## src/pkg/rapc_pkg.sv

```systemverilog
// constants, types and helpers for the region attribute and permission checker
package rapc_pkg;

  localparam int unsigned NUM_REGIONS = 8;
  localparam int unsigned AXI_ADDR_W = 8;

  // register byte offsets
  localparam logic [7:0] OFS_CTRL = 8'h00;
  localparam logic [7:0] OFS_RNUM = 8'h04;
  localparam logic [7:0] OFS_RATTR = 8'h08;
  localparam logic [7:0] OFS_FSTAT = 8'h0c;
  localparam logic [7:0] OFS_FADDR = 8'h10;
  localparam logic [7:0] OFS_WORD_MASK = 8'hfc;

  // control register fields
  localparam int unsigned CTRL_EN_BIT = 0;
  localparam int unsigned CTRL_BG_BIT = 1;
  localparam logic [31:0] CTRL_WMASK = 32'h0000_0003;
  localparam logic [31:0] CTRL_RESET = 32'h0000_0000;
  localparam logic [31:0] RNUM_WMASK = 32'h0000_0007;
  localparam logic [31:0] RNUM_RESET = 32'h0000_0000;

  // region_attribute_size_reg fields
  localparam int unsigned ATTR_EN_BIT = 0;
  localparam int unsigned ATTR_B_BIT = 16;
  localparam int unsigned ATTR_C_BIT = 17;
  localparam int unsigned ATTR_S_BIT = 18;
  localparam int unsigned ATTR_TEX_LSB = 19;
  localparam int unsigned ATTR_AP_LSB = 24;
  localparam int unsigned ATTR_XN_BIT = 28;
  localparam logic [31:0] ATTR_WMASK = 32'h173f_0001;
  localparam logic [31:0] ATTR_RESET = 32'h0000_0000;

  // memmanage_fault_status fields
  localparam int unsigned FST_IACC_BIT = 0;
  localparam int unsigned FST_DACC_BIT = 1;
  localparam int unsigned FST_ADDRV_BIT = 7;
  localparam logic [31:0] FST_RESET = 32'h0000_0000;
  localparam logic [31:0] FADDR_RESET = 32'h0000_0000;

  // access permission codes
  localparam logic [2:0] AP_NONE = 3'h0;
  localparam logic [2:0] AP_PRIV_RW = 3'h1;
  localparam logic [2:0] AP_USER_RO = 3'h2;
  localparam logic [2:0] AP_FULL = 3'h3;
  localparam logic [2:0] AP_RSVD = 3'h4;
  localparam logic [2:0] AP_PRIV_RO = 3'h5;
  localparam logic [2:0] AP_RO_A = 3'h6;
  localparam logic [2:0] AP_RO_B = 3'h7;

  // two-bit cache policy codes
  localparam logic [1:0] POL_NC = 2'h0;
  localparam logic [1:0] POL_WB_RWA = 2'h1;
  localparam logic [1:0] POL_WT_NWA = 2'h2;
  localparam logic [1:0] POL_WB_NWA = 2'h3;

  localparam logic [1:0] RESP_OKAY = 2'h0;
  localparam logic [1:0] RESP_SLVERR = 2'h2;

  typedef enum logic [1:0] {
    MT_STRONG = 2'h0,
    MT_DEVICE = 2'h1,
    MT_NORMAL = 2'h2
  } rapc_memtype_t;

  typedef struct packed {
    logic [31:0] addr;
    logic priv;
    logic write;
    logic fetch;
  } rapc_acc_req_t;

  typedef struct packed {
    logic en;
    logic xn;
    logic [2:0] ap;
    logic [2:0] type_extension_field;
    logic s;
    logic c;
    logic b;
  } rapc_attr_t;

  typedef struct packed {
    rapc_memtype_t mtype;
    logic shareable;
    logic [1:0] inner;
    logic [1:0] outer;
    logic reserved;
  } rapc_dec_t;

  // attributes of the default map, used for the background region
  localparam rapc_dec_t BG_DEC = '{MT_NORMAL, 1'b0, POL_WT_NWA, POL_WT_NWA, 1'b0};

  function automatic rapc_attr_t attr_of(input logic [31:0] w);
    rapc_attr_t a;
    a.en = w[ATTR_EN_BIT];
    a.xn = w[ATTR_XN_BIT];
    a.ap = w[ATTR_AP_LSB +: 3];
    a.type_extension_field = w[ATTR_TEX_LSB +: 3];
    a.s = w[ATTR_S_BIT];
    a.c = w[ATTR_C_BIT];
    a.b = w[ATTR_B_BIT];
    return a;
  endfunction

  function automatic logic [31:0] merge_strb(input logic [31:0] old, input logic [31:0] wd,
                                             input logic [3:0] strb, input logic [31:0] mask);
    logic [31:0] m;
    m = {{8{strb[3]}}, {8{strb[2]}}, {8{strb[1]}}, {8{strb[0]}}};
    return ((old & ~m) | (wd & m)) & mask;
  endfunction

endpackage

```

## src/logic/rapc_attr_dec.sv

```systemverilog
// decoder from type extension, shareable, cacheable and bufferable bits to memory type and policy
module rapc_attr_dec
  import rapc_pkg::*;
(
  input rapc_pkg::rapc_attr_t attr,
  output rapc_pkg::rapc_dec_t dec
);

  // reserved codes fall back to strongly ordered so the output never wanders
  always_comb
  begin
    dec = '{MT_STRONG, 1'b1, POL_NC, POL_NC, 1'b1};
    unique casez (attr.type_extension_field)
      3'b000:
      begin
        if (!attr.c && !attr.b)
          dec = '{MT_STRONG, 1'b1, POL_NC, POL_NC, 1'b0};
        else if (!attr.c)
          dec = '{MT_DEVICE, 1'b1, POL_NC, POL_NC, 1'b0};
        else
          dec = '{MT_NORMAL, attr.s, POL_WT_NWA, POL_WT_NWA, 1'b0};
      end
      3'b001:
      begin
        if (!attr.c && !attr.b)
          dec = '{MT_NORMAL, attr.s, POL_NC, POL_NC, 1'b0};
        else if (attr.c && attr.b)
          dec = '{MT_NORMAL, attr.s, POL_WB_RWA, POL_WB_RWA, 1'b0};
      end
      3'b010:
      begin
        if (!attr.c && !attr.b)
          dec = '{MT_DEVICE, 1'b0, POL_NC, POL_NC, 1'b0};
      end
      3'b011:
      begin
        dec.reserved = 1'b1;
      end
      3'b1??:
      begin
        // policy codes pass through unchanged
        dec = '{MT_NORMAL, attr.s, {attr.c, attr.b}, attr.type_extension_field[1:0], 1'b0};
      end
    endcase
  end

endmodule

```

## src/logic/rapc_perm_chk.sv

```systemverilog
// access permission and execute-never check for one access against one region
module rapc_perm_chk
  import rapc_pkg::*;
(
  input rapc_pkg::rapc_attr_t attr,
  input logic priv,
  input logic write,
  input logic fetch,
  output logic fault
);

  logic rd_ok;
  logic wr_ok;

  // a fetch counts as a read
  always_comb
  begin
    rd_ok = 1'b0;
    wr_ok = 1'b0;
    unique case (attr.ap)
      AP_NONE:
      begin
        rd_ok = 1'b0;
        wr_ok = 1'b0;
      end
      AP_PRIV_RW:
      begin
        rd_ok = priv;
        wr_ok = priv;
      end
      AP_USER_RO:
      begin
        rd_ok = 1'b1;
        wr_ok = priv;
      end
      AP_FULL:
      begin
        rd_ok = 1'b1;
        wr_ok = 1'b1;
      end
      AP_RSVD:
      begin
        rd_ok = 1'b0;
        wr_ok = 1'b0;
      end
      AP_PRIV_RO:
      begin
        rd_ok = priv;
        wr_ok = 1'b0;
      end
      AP_RO_A, AP_RO_B:
      begin
        rd_ok = 1'b1;
        wr_ok = 1'b0;
      end
    endcase
  end

  assign fault = (write ? !wr_ok : !rd_ok) || (fetch && attr.xn);

endmodule

```

## src/logic/rapc_top.sv

```systemverilog
// region attribute decoder and access permission checker with an AXI4-Lite register port
module rapc_top
  import rapc_pkg::*;
(
  input logic CLK,
  input logic RESETN,
  input logic [rapc_pkg::AXI_ADDR_W-1:0] S_AXI_AWADDR,
  input logic S_AXI_AWVALID,
  output logic S_AXI_AWREADY,
  input logic [31:0] S_AXI_WDATA,
  input logic [3:0] S_AXI_WSTRB,
  input logic S_AXI_WVALID,
  output logic S_AXI_WREADY,
  output logic [1:0] S_AXI_BRESP,
  output logic S_AXI_BVALID,
  input logic S_AXI_BREADY,
  input logic [rapc_pkg::AXI_ADDR_W-1:0] S_AXI_ARADDR,
  input logic S_AXI_ARVALID,
  output logic S_AXI_ARREADY,
  output logic [31:0] S_AXI_RDATA,
  output logic [1:0] S_AXI_RRESP,
  output logic S_AXI_RVALID,
  input logic S_AXI_RREADY,
  input logic ACC_VALID,
  input rapc_pkg::rapc_acc_req_t ACC_REQ,
  input logic [rapc_pkg::NUM_REGIONS-1:0] ACC_HIT,
  output logic RSP_VALID,
  output logic RSP_FAULT,
  output logic RSP_BG,
  output logic [2:0] RSP_REGION,
  output rapc_pkg::rapc_dec_t RSP_ATTR,
  output logic MMFAULT
);

  import rapc_pkg::*;

  function automatic logic [2:0] top_index(input logic [NUM_REGIONS-1:0] hits);
    logic [2:0] idx;
    idx = 3'h0;
    for (int i = 0; i < NUM_REGIONS; i++)
    begin
      if (hits[i])
        idx = 3'(i);
    end
    return idx;
  endfunction

  function automatic logic ofs_known(input logic [7:0] ofs);
    return (ofs == OFS_CTRL) || (ofs == OFS_RNUM) || (ofs == OFS_RATTR) ||
           (ofs == OFS_FSTAT) || (ofs == OFS_FADDR);
  endfunction

  // bus slave state
  logic aw_full_q;
  logic w_full_q;
  logic [7:0] awaddr_q;
  logic [31:0] wdata_q;
  logic [3:0] wstrb_q;
  logic awready_q;
  logic wready_q;
  logic bvalid_q;
  logic [1:0] bresp_q;
  logic arready_q;
  logic rvalid_q;
  logic [31:0] rdata_q;
  logic [1:0] rresp_q;

  // registers
  logic [31:0] ctrl_q;
  logic [31:0] ctrl_d;
  logic [31:0] rnum_q;
  logic [31:0] rnum_d;
  logic [31:0] rattr_q [NUM_REGIONS];
  logic [31:0] fstat_q;
  logic [31:0] fstat_d;
  logic [31:0] faddr_q;
  logic [31:0] faddr_d;

  // response state
  logic rsp_valid_q;
  logic rsp_fault_q;
  logic rsp_bg_q;
  logic [2:0] rsp_region_q;
  rapc_dec_t rsp_attr_q;
  logic mmfault_q;

  // write decode
  wire aw_take = S_AXI_AWVALID && awready_q;
  wire w_take = S_AXI_WVALID && wready_q;
  wire wr_fire = aw_full_q && w_full_q && !bvalid_q;
  wire [7:0] wr_ofs = awaddr_q & OFS_WORD_MASK;
  wire wr_known = ofs_known(wr_ofs);
  wire wr_ctrl = wr_fire && (wr_ofs == OFS_CTRL);
  wire wr_rnum = wr_fire && (wr_ofs == OFS_RNUM);
  wire wr_rattr = wr_fire && (wr_ofs == OFS_RATTR);
  wire wr_fstat = wr_fire && (wr_ofs == OFS_FSTAT);
  wire wr_faddr = wr_fire && (wr_ofs == OFS_FADDR);
  wire b_done = bvalid_q && S_AXI_BREADY;

  // read decode
  wire ar_take = S_AXI_ARVALID && arready_q;
  wire [7:0] rd_ofs = S_AXI_ARADDR & OFS_WORD_MASK;
  wire rd_known = ofs_known(rd_ofs);
  wire [2:0] cur_region = rnum_q[2:0];
  wire [31:0] rd_word = (rd_ofs == OFS_CTRL) ? ctrl_q :
                        (rd_ofs == OFS_RNUM) ? rnum_q :
                        (rd_ofs == OFS_RATTR) ? rattr_q[cur_region] :
                        (rd_ofs == OFS_FSTAT) ? fstat_q :
                        (rd_ofs == OFS_FADDR) ? faddr_q : 32'h0000_0000;
  wire r_done = rvalid_q && S_AXI_RREADY;

  // access path: one set of regions for fetch and data alike
  logic [NUM_REGIONS-1:0] region_en;
  always_comb
  begin
    for (int i = 0; i < NUM_REGIONS; i++)
      region_en[i] = rattr_q[i][ATTR_EN_BIT];
  end

  wire mpu_en = ctrl_q[CTRL_EN_BIT];
  wire bg_en = ctrl_q[CTRL_BG_BIT];
  wire [NUM_REGIONS-1:0] live_hit = ACC_HIT & region_en;
  wire any_hit = |live_hit;
  wire [2:0] hit_idx = top_index(live_hit);
  wire rapc_attr_t hit_attr = attr_of(rattr_q[hit_idx]);
  wire rapc_dec_t hit_dec;
  wire hit_fault;

  rapc_attr_dec u_dec (
    .attr(hit_attr),
    .dec(hit_dec)
  );

  rapc_perm_chk u_chk (
    .attr(hit_attr),
    .priv(ACC_REQ.priv),
    .write(ACC_REQ.write),
    .fetch(ACC_REQ.fetch),
    .fault(hit_fault)
  );

  // background covers misses for privileged code only, and only when enabled
  wire bg_fault = !bg_en || !ACC_REQ.priv;
  wire use_bg = !mpu_en || !any_hit;
  wire acc_fault = mpu_en && (any_hit ? hit_fault : bg_fault);
  // attributes ride along for the system; they never gate the access
  wire rapc_dec_t acc_dec = use_bg ? BG_DEC : hit_dec;
  wire fault_ev = ACC_VALID && acc_fault;
  wire ifault_ev = fault_ev && ACC_REQ.fetch;
  wire dfault_ev = fault_ev && !ACC_REQ.fetch;

  // register next values; a hardware set beats a same-cycle software clear
  always_comb
  begin
    ctrl_d = wr_ctrl ? merge_strb(ctrl_q, wdata_q, wstrb_q, CTRL_WMASK) : ctrl_q;
    rnum_d = wr_rnum ? merge_strb(rnum_q, wdata_q, wstrb_q, RNUM_WMASK) : rnum_q;
    fstat_d = fstat_q;
    if (wr_fstat)
      fstat_d = fstat_q & ~merge_strb(32'h0000_0000, wdata_q, wstrb_q, 32'hffff_ffff);
    if (ifault_ev)
      fstat_d[FST_IACC_BIT] = 1'b1;
    if (dfault_ev)
    begin
      fstat_d[FST_DACC_BIT] = 1'b1;
      fstat_d[FST_ADDRV_BIT] = 1'b1;
    end
    faddr_d = wr_faddr ? merge_strb(faddr_q, wdata_q, wstrb_q, 32'hffff_ffff) : faddr_q;
    if (dfault_ev)
      faddr_d = ACC_REQ.addr;
  end

  // write channel
  always_ff @(posedge CLK or negedge RESETN)
  begin
    if (!RESETN)
    begin
      aw_full_q <= 1'b0;
      w_full_q <= 1'b0;
      awaddr_q <= 8'h00;
      wdata_q <= 32'h0000_0000;
      wstrb_q <= 4'h0;
      awready_q <= 1'b1;
      wready_q <= 1'b1;
      bvalid_q <= 1'b0;
      bresp_q <= RESP_OKAY;
    end
    else
    begin
      if (aw_take)
      begin
        aw_full_q <= 1'b1;
        awaddr_q <= S_AXI_AWADDR;
        awready_q <= 1'b0;
      end
      if (w_take)
      begin
        w_full_q <= 1'b1;
        wdata_q <= S_AXI_WDATA;
        wstrb_q <= S_AXI_WSTRB;
        wready_q <= 1'b0;
      end
      if (wr_fire)
      begin
        bvalid_q <= 1'b1;
        bresp_q <= wr_known ? RESP_OKAY : RESP_SLVERR;
      end
      if (b_done)
      begin
        bvalid_q <= 1'b0;
        aw_full_q <= 1'b0;
        w_full_q <= 1'b0;
        awready_q <= 1'b1;
        wready_q <= 1'b1;
      end
    end
  end

  // read channel
  always_ff @(posedge CLK or negedge RESETN)
  begin
    if (!RESETN)
    begin
      arready_q <= 1'b1;
      rvalid_q <= 1'b0;
      rdata_q <= 32'h0000_0000;
      rresp_q <= RESP_OKAY;
    end
    else if (ar_take)
    begin
      arready_q <= 1'b0;
      rvalid_q <= 1'b1;
      rdata_q <= rd_word;
      rresp_q <= rd_known ? RESP_OKAY : RESP_SLVERR;
    end
    else if (r_done)
    begin
      rvalid_q <= 1'b0;
      arready_q <= 1'b1;
    end
  end

  // control and status registers
  always_ff @(posedge CLK or negedge RESETN)
  begin
    if (!RESETN)
    begin
      ctrl_q <= CTRL_RESET;
      rnum_q <= RNUM_RESET;
      fstat_q <= FST_RESET;
      faddr_q <= FADDR_RESET;
    end
    else
    begin
      ctrl_q <= ctrl_d;
      rnum_q <= rnum_d;
      fstat_q <= fstat_d;
      faddr_q <= faddr_d;
    end
  end

  // region attribute words; byte writes allowed so one field can change alone
  always_ff @(posedge CLK or negedge RESETN)
  begin
    if (!RESETN)
    begin
      for (int i = 0; i < NUM_REGIONS; i++)
        rattr_q[i] <= ATTR_RESET;
    end
    else if (wr_rattr)
    begin
      rattr_q[cur_region] <= merge_strb(rattr_q[cur_region], wdata_q, wstrb_q, ATTR_WMASK);
    end
  end

  // one result per request, one cycle later
  always_ff @(posedge CLK or negedge RESETN)
  begin
    if (!RESETN)
    begin
      rsp_valid_q <= 1'b0;
      rsp_fault_q <= 1'b0;
      rsp_bg_q <= 1'b0;
      rsp_region_q <= 3'h0;
      rsp_attr_q <= BG_DEC;
      mmfault_q <= 1'b0;
    end
    else
    begin
      rsp_valid_q <= ACC_VALID;
      rsp_fault_q <= fault_ev;
      rsp_bg_q <= use_bg;
      rsp_region_q <= hit_idx;
      rsp_attr_q <= acc_dec;
      mmfault_q <= fault_ev;
    end
  end

  assign S_AXI_AWREADY = awready_q;
  assign S_AXI_WREADY = wready_q;
  assign S_AXI_BVALID = bvalid_q;
  assign S_AXI_BRESP = bresp_q;
  assign S_AXI_ARREADY = arready_q;
  assign S_AXI_RVALID = rvalid_q;
  assign S_AXI_RDATA = rdata_q;
  assign S_AXI_RRESP = rresp_q;
  assign RSP_VALID = rsp_valid_q;
  assign RSP_FAULT = rsp_fault_q;
  assign RSP_BG = rsp_bg_q;
  assign RSP_REGION = rsp_region_q;
  assign RSP_ATTR = rsp_attr_q;
  assign MMFAULT = mmfault_q;

endmodule

```

## config.mk

```make
export PLATFORM = sky130hd
export DESIGN_NAME = rapc_top
export DESIGN_NICKNAME = d
export VERILOG_FILES = /design/src/pkg/rapc_pkg.sv /design/src/logic/rapc_attr_dec.sv /design/src/logic/rapc_perm_chk.sv /design/src/logic/rapc_top.sv
export SDC_FILE = /design/constraint.sdc
export NUM_CORES = 1
export LEC_CHECK = 0
export ABC_AREA = 1
export BUFFER_PORTS_ARGS = -buffer_cell sky130_fd_sc_hd__buf_4
export CAP_MARGIN = 10
export CORE_AREA = 4 4 169 138
export CTS_CLUSTER_SIZE = 30
export DETAILED_ROUTE_END_ITERATION = 10
export DIE_AREA = 0 0 173 142
export PLACE_DENSITY_LB_ADDON = 0.1
export SETUP_SLACK_MARGIN = 0.3
export SYNTH_ARGS = -nofsm -noshare
export SYNTH_HDL_FRONTEND = slang
export SYNTH_SLANG_ARGS = --single-unit
```

## constraint.sdc

```tcl
create_clock -name CLK -period 3.02 [get_ports CLK]
set_input_delay 0.151 -clock CLK [delete_from_list [all_inputs] [get_ports CLK]]
set_output_delay 0.151 -clock CLK [all_outputs]
set_load 0.05 [all_outputs]
```

; ---- Word level (Yosys, flattened, before mapping)
; Index checks and enable logic that the tools add are counted.
[totals]
register_bits = 426
input_bits = 103
output_inout_bits = 56
[op_classes]
n_lt_le_gt_ge = 3
n_eq_ne = 18
n_mux = 55
bitwise_logic = 15
reduce_logical = 58
[op_table]
columns = op, count
row1 = $mux W32, 10
row2 = $bwmux W256, 1
row3 = $bmux W32 S3, 2
row4 = $and A32 B32 Y32, 3
row5 = $demux W32 S3, 1
row6 = $not A32 Y32, 2
row7 = $mux W29, 2
row8 = $mux W8, 6
row9 = $or A32 B32 Y32, 1
row10 = $and A29 B29 Y29, 1
row11 = $or A29 B29 Y29, 1
row12 = $pmux W7 S4, 1
row13 = $eq A6 B2 Y1 const B, 4
row14 = $logic_and A1 B1 Y1, 20
row15 = $mux W1, 20
row16 = $mux W3, 6
row17 = $logic_not A8 Y1, 2
row18 = $reduce_bool A2 Y1, 7
row19 = $eq A3 B2 Y1 const B, 4
row20 = $eq A3 B3 Y1 const B, 4
row21 = $eq A6 B1 Y1 const B, 2
row22 = $eq A6 B3 Y1 const B, 2
row23 = $logic_or A1 B1 Y1, 11
row24 = $logic_not A1 Y1, 10
row25 = other kinds (18), 26

; ---- Depth between registers and ports, before layout
; Gate-level depths: netlist (run 1).
[logic_depth]
depth_word = 23
mapped_depth = 22
mapped_depth_nobuf = 21

; ---- By module
; Synthesis (run 1) repeated with hierarchy kept, for this count alone.
[unflattened]
hier_cells = 1670
hier_area_um2 = 12639.6
[by_module_without_submodules]
columns = module, instances, cells_per_inst, area_each_um2, seq_area_each_um2
row1 = rapc_top, 1, 1624, 12389.4, 6363.6
row2 = rapc_attr_dec, 1, 36, 211.5, 0.0
row3 = rapc_perm_chk, 1, 10, 38.8, 0.0

; ---- Worst setup path after synthesis (run 1)
; OpenSTA, ideal clock, no wires.
[synth_path]
kind = register to register
startpoint = reg rattr_q[192] (netlist name)
endpoint = reg rsp_attr_q, in the netlist RSP_ATTR[5]
setup_time_ps = 124
t_arrival_ps = 2229
required_ps = 2896
setup_slack_ps = 668
stages_incl_launch_ff = 22
period_less_slack_ps = 2352
cell_sequence = dfrtp_1 -> nand2_1 -> inv_1 -> nand2_1 -> nand2_1 -> nand2_1 -> nand2_2 -> nand2_4 -> nand2_4 -> buf_6 -> buf_2 -> o21ai_0 -> nand2_1 -> o21ai_1 -> inv_1 -> ha_1 -> inv_1 -> nand3_1 -> nand2_1 -> nor2_1 -> nor2_1 -> nor2_1
[synth_lines]
columns = item, line_no
row1 = start: declaration, rapc_top.sv:73  ; logic [31:0] rattr_q [NUM_REGIONS];
row2 = start signal: indexed assignment, rapc_top.sv:271  ; rattr_q[cur_region] <= merge_strb(rattr_q[cur_region], wdata_q, wstrb_q, ATTR_WMASK);
row3 = end signal: assignment, rapc_top.sv:284  ; rsp_attr_q <= BG_DEC;
row4 = end signal: assignment, rapc_top.sv:293  ; rsp_attr_q <= acc_dec;
row5 = end: declaration, rapc_top.sv:84  ; rapc_dec_t rsp_attr_q;

==> results of run 1 <==
[area by class of cell]
| cell class | count | area, µm² |
|---|---|---|
| Fill cell | 1618 | 5630 |
| Sequential cell | 254 | 6360 |
| Timing Repair Buffer | 305 | 2620 |
| Clock inverter | 8 | 90.1 |
| Inverter | 161 | 612 |
| Multi-Input combinational cell | 1075 | 5050 |
| Antenna cell | 1 | 2.50 |
| Clock buffer | 40 | 795 |
| Tap cell | 275 | 344 |
[cell usage after synthesis (4+ instances only)]
master     number
nand3_2        10
nand2_2         6
dfrtp_1       248
a21oi_1        40
a22oi_1         6
o21ai_0       138
inv_1         152
o22ai_1        16
nand3_1        82
nand4_1        37
a31oi_1        21
nor3_1          7
o21a_1          5
clkinv_1        4
o211ai_1       10
clkbuf_1       49
buf_6           6
o2111ai_1      12
a211oi_1        4
nand2_1       579
nor2_1         53
inv_2           5
o221ai_1        7
o21ai_1        14
buf_2          16
dfstp_2         6
[metrics by stage]
stage | power (mW) | instances | setup WS [ns]
after floorplan | 6.76 | 1566 | 0.668
after global placement | 8.15 | 1975 | 0.273
after detailed placement | 8.25 | 1975 | 0.220
after CTS | 11.7 | 2107 | 0.320
after global routing | 12.4 | 2119 | 0.294
final | 11.8 | 2119 | 0.466
[power groups by stage]
stage	Clock [mW]	Sequential, mW	Combinational (mW)
2_1_floorplan	0	4.74	2.02
3_5_place_dp	0	4.70	3.56
3_3_place_gp	0	4.68	3.47
4_1_cts	3.36	4.65	3.69
5_1_grt	3.51	4.76	4.14
6_report	3.33	4.69	3.82
[routing by layer]
layer,up-vias,GRT usage,part of all wire
li1,5616,-,-
met1,5804,0.450,0.42
met2,688,0.484,0.44
met3,101,0.0629,0.10
met4,0,0.101,0.031
met5,-,0,0
[cell usage in the layout, fill, tap and decap left out, types with 5 or more instances in the layout]
master,instances
a21oi_1,40
a22oi_1,6
a31oi_1,21
buf_4,211
clkbuf_1,6
clkbuf_16,29
clkbuf_8,7
clkinv_2,6
dfrtp_1,248
dfstp_2,6
dlygate4sd3_1,84
inv_1,152
nand2_1,576
nand2_2,9
nand3_1,82
nand3_2,9
nand4_1,37
nor2_1,53
nor3_1,7
o2111ai_1,12
o211ai_1,10
o21a_1,5
o21ai_0,137
o21ai_1,14
o221ai_1,7
o22ai_1,16
[kinds of logic after synthesis]
| logic type | after synthesis | synth area share |
|---|---|---|
| buffers and inverters | 238 | 0.0804 |
| other | 1 | 0.000304 |
| flip-flops | 254 | 0.516 |
| adder cells (fa/ha/maj) | 3 | 0.00304 |
| AND/OR/NAND/NOR | 784 | 0.266 |
| AO/OA/AOI/OAI | 284 | 0.134 |
| multiplexers | 1 | 0.000913 |
[worst min-delay path: cells and delay by family]
kind | cells | cell delay, ns
and+or+nand+nor | 2 | 0.17
AOI/OAI and AO/OA | 1 | 0.09
buffers and inverters | 1 | 0.11
[final timing paths]
| path | startpoint | endpoint | slack, ns | cells past startpoint |
|---|---|---|---|---|
| worst max register to register | rattr_q[192]$_DFFE_PN0P_ | RSP_ATTR[5]$_DFF_PN0_ | 0.47 | 20 |
| worst min register to register | S_AXI_RDATA[3]$_DFFE_PN0P_ | S_AXI_RDATA[3]$_DFFE_PN0P_ | 0.48 | 2 |
| min in group asynchronous | RESETN | RSP_REGION[0]$_DFF_PN0_ | 0.20 | 2 |
| worst min-delay path | ACC_REQ[2] | MMFAULT$_DFF_PN0_ | 0.03 | 4 |
| worst max-delay path | rattr_q[192]$_DFFE_PN0P_ | RSP_ATTR[5]$_DFF_PN0_ | 0.47 | 20 |
| max in group asynchronous | RESETN | S_AXI_RDATA[4]$_DFFE_PN0P_ | 1.88 | 3 |
[timing repair]
action	4_1_cts	5_1_grt
setup endpoints to repair	7	41
hold buffers	84	0
resized for setup	3	17
endpoints found under the hold margin	164	0
pin swaps	0	4
setup buffers	0	7
gates cloned	0	4
==> results.md, run 1 <==
- The run finished with clean final reports.
- The instance area at placement is 13900 µm².
- The insertion delay to the later sink of the worst-skew pair is 0.54 ns.
- Dividing the detail-routed wire length by the instance count gives around 19 µm.
- The number of levels in the clock H-tree is 1.
- The internal power consumption is 7.34 mW.
- The floorplan step set the die width to approximately 170 µm.
- The clock buffer count from CTS is 26.
- The TritonCTS clock tree is built.
- Subtracting the final worst setup slack from the clock period gives 2.55 ns.
- The share of total power in sequential cells is 0.396.
- The worst path required time is 3.42 ns.
- The share of async-settable or async-resettable flops after synthesis is 1.00.
- Once layout is done, the placed cells without fillers occupy 15900 µm².
- The global-route usage over all layers is 0.312.
- The dominant cell type by count on the critical path is nand2_1.
- Setup violations remaining at the end of the flow were counted as 0.
- Among all flip-flop cells after synthesis, the most frequent one is dfrtp_1.
- The number of different library cells used by synthesis comes to 46.
- Measured on the finished design, the core utilization comes to 0.738.
- The area growth from synthesis to layout is 28.6%.
- The final route contains 12209 vias.
- The worst setup path is launched from a flop.
- Traced cell by cell, the critical path runs through nand2_1, inv_1, nand2_1, nand2_1, nand2_1, nand2_2, nand2_8, nand2_8, buf_12, buf_8, o211ai_1, nand2_1, o21ai_4, inv_1, nand2_1, nor2_1, nand2_1, nand2_1, nor2_1, nor2_1.
- Hold is met by 0.0329 ns.
- Across the VDD grid, the largest voltage drop is 597 µV.
- The number of top-level design ports is 159.
- The buffer cell driving the clock tree root is clkbuf_16.
- The number of port buffers is roughly 150.
- Of the total power, the share spent switching nets is 0.380.
- For this design the total switching power over the nets is roughly 4.5 mW.
- The number of pins with negative max-slew slack in the final report came to 0.
- Synthesis inferred 254 register bits.
- The share of post-route cells with drive strength above 1 is 0.165.
- The share of the clock period used by the worst path is 0.846.
- The final sum of negative setup slack is 0 ns.
- By area the synthesized netlist is led by dfrtp_1 50%, nand2_1 18%, o21ai_0 5.6%.
- Timing would allow up to 392 MHz.
- For this run, the register share of the synthesized area comes to 0.516.
- For the worst setup path, the data arrival time is 2.95 ns.
- The worst hold path belongs to the class in2reg.
- The area of the core is ~22000 µm².
- The highest net fanout along the worst path is 17.
- The number of antenna violations at the first check in global routing is 1.
- The number of global-route vias before repair is 11790.
- For this run, design rule violations remaining after detail routing come to 0.
- Clock tree synthesis found a total of 254 sinks.
- The worst setup path is of the reg2reg kind.
- The clock arrives with 0.0130 ns of skew.
- The number of warnings printed during yosys synthesis is 0.
- The mean cell area of the mapped netlist is 7.88 µm².
- The worst stage delay on the critical path is 0.39 ns.
- The total congestion overflow is 0.
- The detailed router finished its first iteration with 1375 violations.
- The number of buffers on the longest clock path is 3.
- For this configuration, the core starts out at a cell density of 0.574.
- Summed over all instances, the cell type with the most area after synthesis is dfrtp_1.
- Setup repair after global routing left no endpoint under its margin.
- The count of final hold-check violations was 0.
- In this run the remaining antenna-violating nets after routing total 0.
- The die covers around 25000 µm².
- The first TritonRoute pass finished after 5 iterations.
- Entering global routing, the biggest net connects 88 pins.
- Max-cap violations in this run came to 0.
- The mapped netlist covers 12300 µm².
- The logic gate share of total power is 0.323.
- Dividing the detail-routed via count by the number of cells gives 5.76.
- The count of flip-flops with a built-in enable after synthesis is 0.
- The cell family contributing the most delay on the critical path is simple AND/OR/NAND/NOR gates.
- At the pin with the least slew margin, the transition time is 0.987 ns.
- The number of instances in the synthesized netlist is 1565.
- The routability-driven placement congestion ratio is ~0.9.
- The die span in y is 142 µm.
- The slowest stage of the critical path belongs to the cell dfrtp_1.
- Summed over all cells, the static leakage comes to 7.94 nW.
- The first global-routing pass estimated 62200 µm of wire.
- In this run the power density over the cells is ~750 nW/µm².
- The share of total power dissipated in the clock network is 0.281.
- The clock-pin transition on the worst setup and hold timing paths is 0.06 ns.
- STA classifies the critical path endpoint as a flop.
- The number of placement rows is 48.
- The post-detailed-routing wire length is 39900 µm.
- The share of synthesized area in the top cell type comes to 0.503.
- The critical path contains buffers and inverters numbering 4 combined.
- The max-slew headroom at the worst pin is 0.337.
- The half-perimeter wire length after detailed placement is roughly 25000 µm.
- For this run, the post-layout net count is a little under 2000.
No activity file was read; power rests on OpenSTA's default activity.
==> run 2: changes to the inputs <==
clock period = 2.55 ns   (was 3.02 ns; I/O delays follow)
==> results.md, run 2 (synthesis results as in run 1) <==
- The startpoint type of the worst setup path is a flop (unchanged).
- The initial DRC count is 1603 (was 1375).
- The worst stage delay on the critical path is 0.40 ns (was 0.39 ns).
- The worst supply voltage drop on vdd is 613 µV (was 597 µV).
- The number of top-level design ports was 159 (unchanged).
- The instance area at placement came to 14100 µm² (was 13900 µm²).
- The half-perimeter wire length after detailed placement came to 25400 µm (was 25000 µm).
- The worst clock skew on the final layout is 0.0266 ns (was 0.0130 ns).
- The total number of vias was 12648 (was 12209).
- The clock-pin transition on the worst setup and hold timing paths was 0.06 ns (about the same).
- The highest net fanout along the worst path was 8 (was 17).
- The routability-driven placement congestion ratio is 0.956 (was 0.924).
- The number of iterations in the first detailed-routing pass came to 6 (was 5).
- The power density normalized to cell area is 867 nW/µm² (was 745 nW/µm²).
- Top library cells by usage in the layout, fill and taps aside: 559 x nand2_1, 247 x dfrtp_1, 224 x buf_4 (was 576 x nand2_1, 248 x dfrtp_1, 211 x buf_4).
- The total congestion overflow came to 0 (unchanged).
- The clock sink count is 254 (unchanged).
- The post-route non-filler standard cell count came to 2162 (was 2119).
- The wire length per cell is 19.9 µm (was 18.8 µm).
- The starting density of the core is 0.574 (unchanged).
- The buffer cell driving the clock tree root is clkbuf_16 (unchanged).
- The cell at the slowest stage of the critical path is dfrtp_1 (unchanged).
- The count of filler cells inserted in the layout is 1462 (was 1618).
- The max-slew headroom at the worst pin was 0.491 (was 0.337).
- The count of final setup violators came to 2 (was 0).
- The utilization after layout is 0.779 (was 0.738).
- The die span in y came to 142 µm (unchanged).
- The shortest clock period the worst path allows after layout was 2.63 ns (was 2.55 ns).
- The kind of cell with the highest combined delay on the critical path is simple AND/OR/NAND/NOR gates (unchanged).
- The register-to-register setup slack is -0.08 ns (was 0.47 ns).
- The area of the die came to 24600 µm² (unchanged).
- The area of all placed cells without fillers was 16700 µm² (was 15900 µm²).
- The leading cell type in the layout, fill and taps excluded is nand2_1 (unchanged).
- The worst hold margin is 0.118 ns (was 0.0329 ns).
- The critical path start-end classification is reg2reg (unchanged).
- The checks that failed: setup timing.
- The number of port buffers is 152 (unchanged).
- The number of buffers on the longest clock path is 3 (unchanged).
- The number of antenna violations at the first check in global routing was 0 (was 1).
- The share of post-route cells with drive strength above 1 was 0.221 (was 0.165).
- The number of levels in the clock H-tree is 1 (unchanged).
- The cell count after placement is 1991 (was 1975).
- The clock buffer count from CTS is 26 (unchanged).
- The DRC violation count after routing is 0 (unchanged).
- The insertion delay to the later sink of the worst-skew pair is 0.55 ns (was 0.54 ns).
- The number of placement rows is 48 (unchanged).
- The leakage power was 8.30 nW (was 7.94 nW).
- The total of max-cap violations is 0 (unchanged).
- The arrival time of the worst setup path is 3.06 ns (was 2.95 ns).
- The area of the core is 21500 µm² (unchanged).
- The share of the clock period used by the worst path is 1.03 (was 0.846).
- The pin count of the biggest net entering global routing was 78 (was 88).
- The horizontal die dimension came to 173 µm (unchanged).
- The worst path required time was 2.97 ns (was 3.42 ns).
- The number of nets in the final layout is 1972 (was 1929).
- The number of pins with negative max-slew slack in the final report is 0 (unchanged).
- The pre-CTS setup slack was 0.0731 ns (was 0.220 ns).
- Result of the run: complete, but fails checks (was finished, final reports clean).
- Setup repair after global routing missed its margin: yes (was no).
- The buffering stage count on the worst path with inverters included is 4 (unchanged).
- The class of the most critical hold timing path is in2reg (unchanged).
- The global-route usage over all layers was 0.319 (was 0.312).
- The count of final hold-check violations is 0 (unchanged).
- The kind of end point of the critical path is a flop (unchanged).
- The number of global-route vias before repair is 12091 (was 11790).
- Cell breakdown of the critical path: nand2_2, inv_1, nand2_1, nand2_1, nand2_1, nand2_2, nand2_8, nand2_8, buf_8, nand2_2, nand3_2, nand3_2, nand3_2, nand2_2, nand2_2, nand3_4, buf_8, clkbuf_16, nand4_1, nand2_1, nand2_1 (was nand2_1, inv_1, nand2_1, nand2_1, nand2_1, nand2_2, nand2_8, nand2_8, buf_12, buf_8, o211ai_1, nand2_1, o21ai_4, inv_1, nand2_1, nor2_1, nand2_1, nand2_1, nor2_1, nor2_1).
- The actual transition at the worst max-transition pin is 0.763 ns (was 0.987 ns).
- The post-detailed-routing wire length came to 43100 µm (was 39900 µm).
- The layout overhead on the synthesized area is 35.7% (was 28.6%).
- The final antenna-violating net count is 0 (unchanged).
- The upper clock frequency limit is 380 MHz (was 392 MHz).
- The detailed-route vias per instance was 5.85 (was 5.76).
- The final sum of negative setup slack is -0.0999 ns (was 0 ns).
- The first-pass GRT wire length was 63500 µm (was 62200 µm).
- The setup slack after layout is -0.0801 ns (was 0.466 ns).
- The TritonCTS clock tree is built (unchanged).
- The total power is 14.5 mW (was 11.8 mW).
-- run 2: worst register-to-register path, cell delays in order, from the launching register on --
cell and delay (ns):
dfrtp_1 0.40, nand2_2 0.08, inv_1 0.04, nand2_1 0.06, nand2_1 0.05, nand2_1 0.06
nand2_2 0.09, nand2_8 0.13, nand2_8 0.11, buf_8 0.17, nand2_2 0.07, nand3_2 0.08
nand3_2 0.11, nand3_2 0.08, nand2_2 0.08, nand2_2 0.07, nand3_4 0.14, buf_8 0.16
clkbuf_16 0.17, nand4_1 0.12, nand2_1 0.18, nand2_1 0.08
-- run 2: worst paths after layout --
path | startpoint | end | cells past startpoint
min in group asynchronous | RESETN | RSP_REGION[0]$_DFF_PN0_ | 2
max in group asynchronous | RESETN | S_AXI_WREADY$_DFFE_PN1P_ | 3
worst min register to register | wdata_q[4]$_DFFE_PN0P_ | wdata_q[4]$_DFFE_PN0P_ | 2
worst max register to register | rattr_q[192]$_DFFE_PN0P_ | flop | 21
worst min-delay path | S_AXI_ARVALID | S_AXI_RVALID$_DFFE_PN0P_ | 4
worst max-delay path | rattr_q[192]$_DFFE_PN0P_ | flop | 21
-- run 2: routing by layer --
| metal | up-vias | track usage | routed length (µm) |
|---|---|---|---|
| met3 | 155 | 0.0656 | 4960 |
| met4 | 0 | 0.107 | 1650 |
| li1 | 5713 | - | - |
| met5 | - | 0 | 0 |
| met2 | 823 | 0.506 | 19500 |
| met1 | 5957 | 0.447 | 17000 |
-- run 2: report_power, final --
group	internal, mW	leakage (nW)	switching (mW)	total [mW]
registers	4.81	3.31	0.783	5.59
clock network	2.14	0.407	1.59	3.73
logic	1.95	4.59	3.24	5.19
total	8.90	8.30	5.62	14.5
-- run 2: area by class of cell --
type                    count  area [µm²]  share of cell area
flip-flops and latches    254        6360               0.380
multi-input cells        1077        5350               0.320
repair buffers            346        3220               0.192
clock buffers              44         810              0.0483
inverters                 161         634              0.0379
well taps                 275         344              0.0205
clock inverters             3        15.0            0.000897
diodes                      2        5.00            0.000299
-- run 2: timing repair --
item,CTS,global route
setup endpoints to repair,109,123
gates resized for setup,39,94
buffers inserted,11,9
gates cloned,4,13
hold buffers,85,0
pin swaps,6,34
hold endpoints to repair,158,0
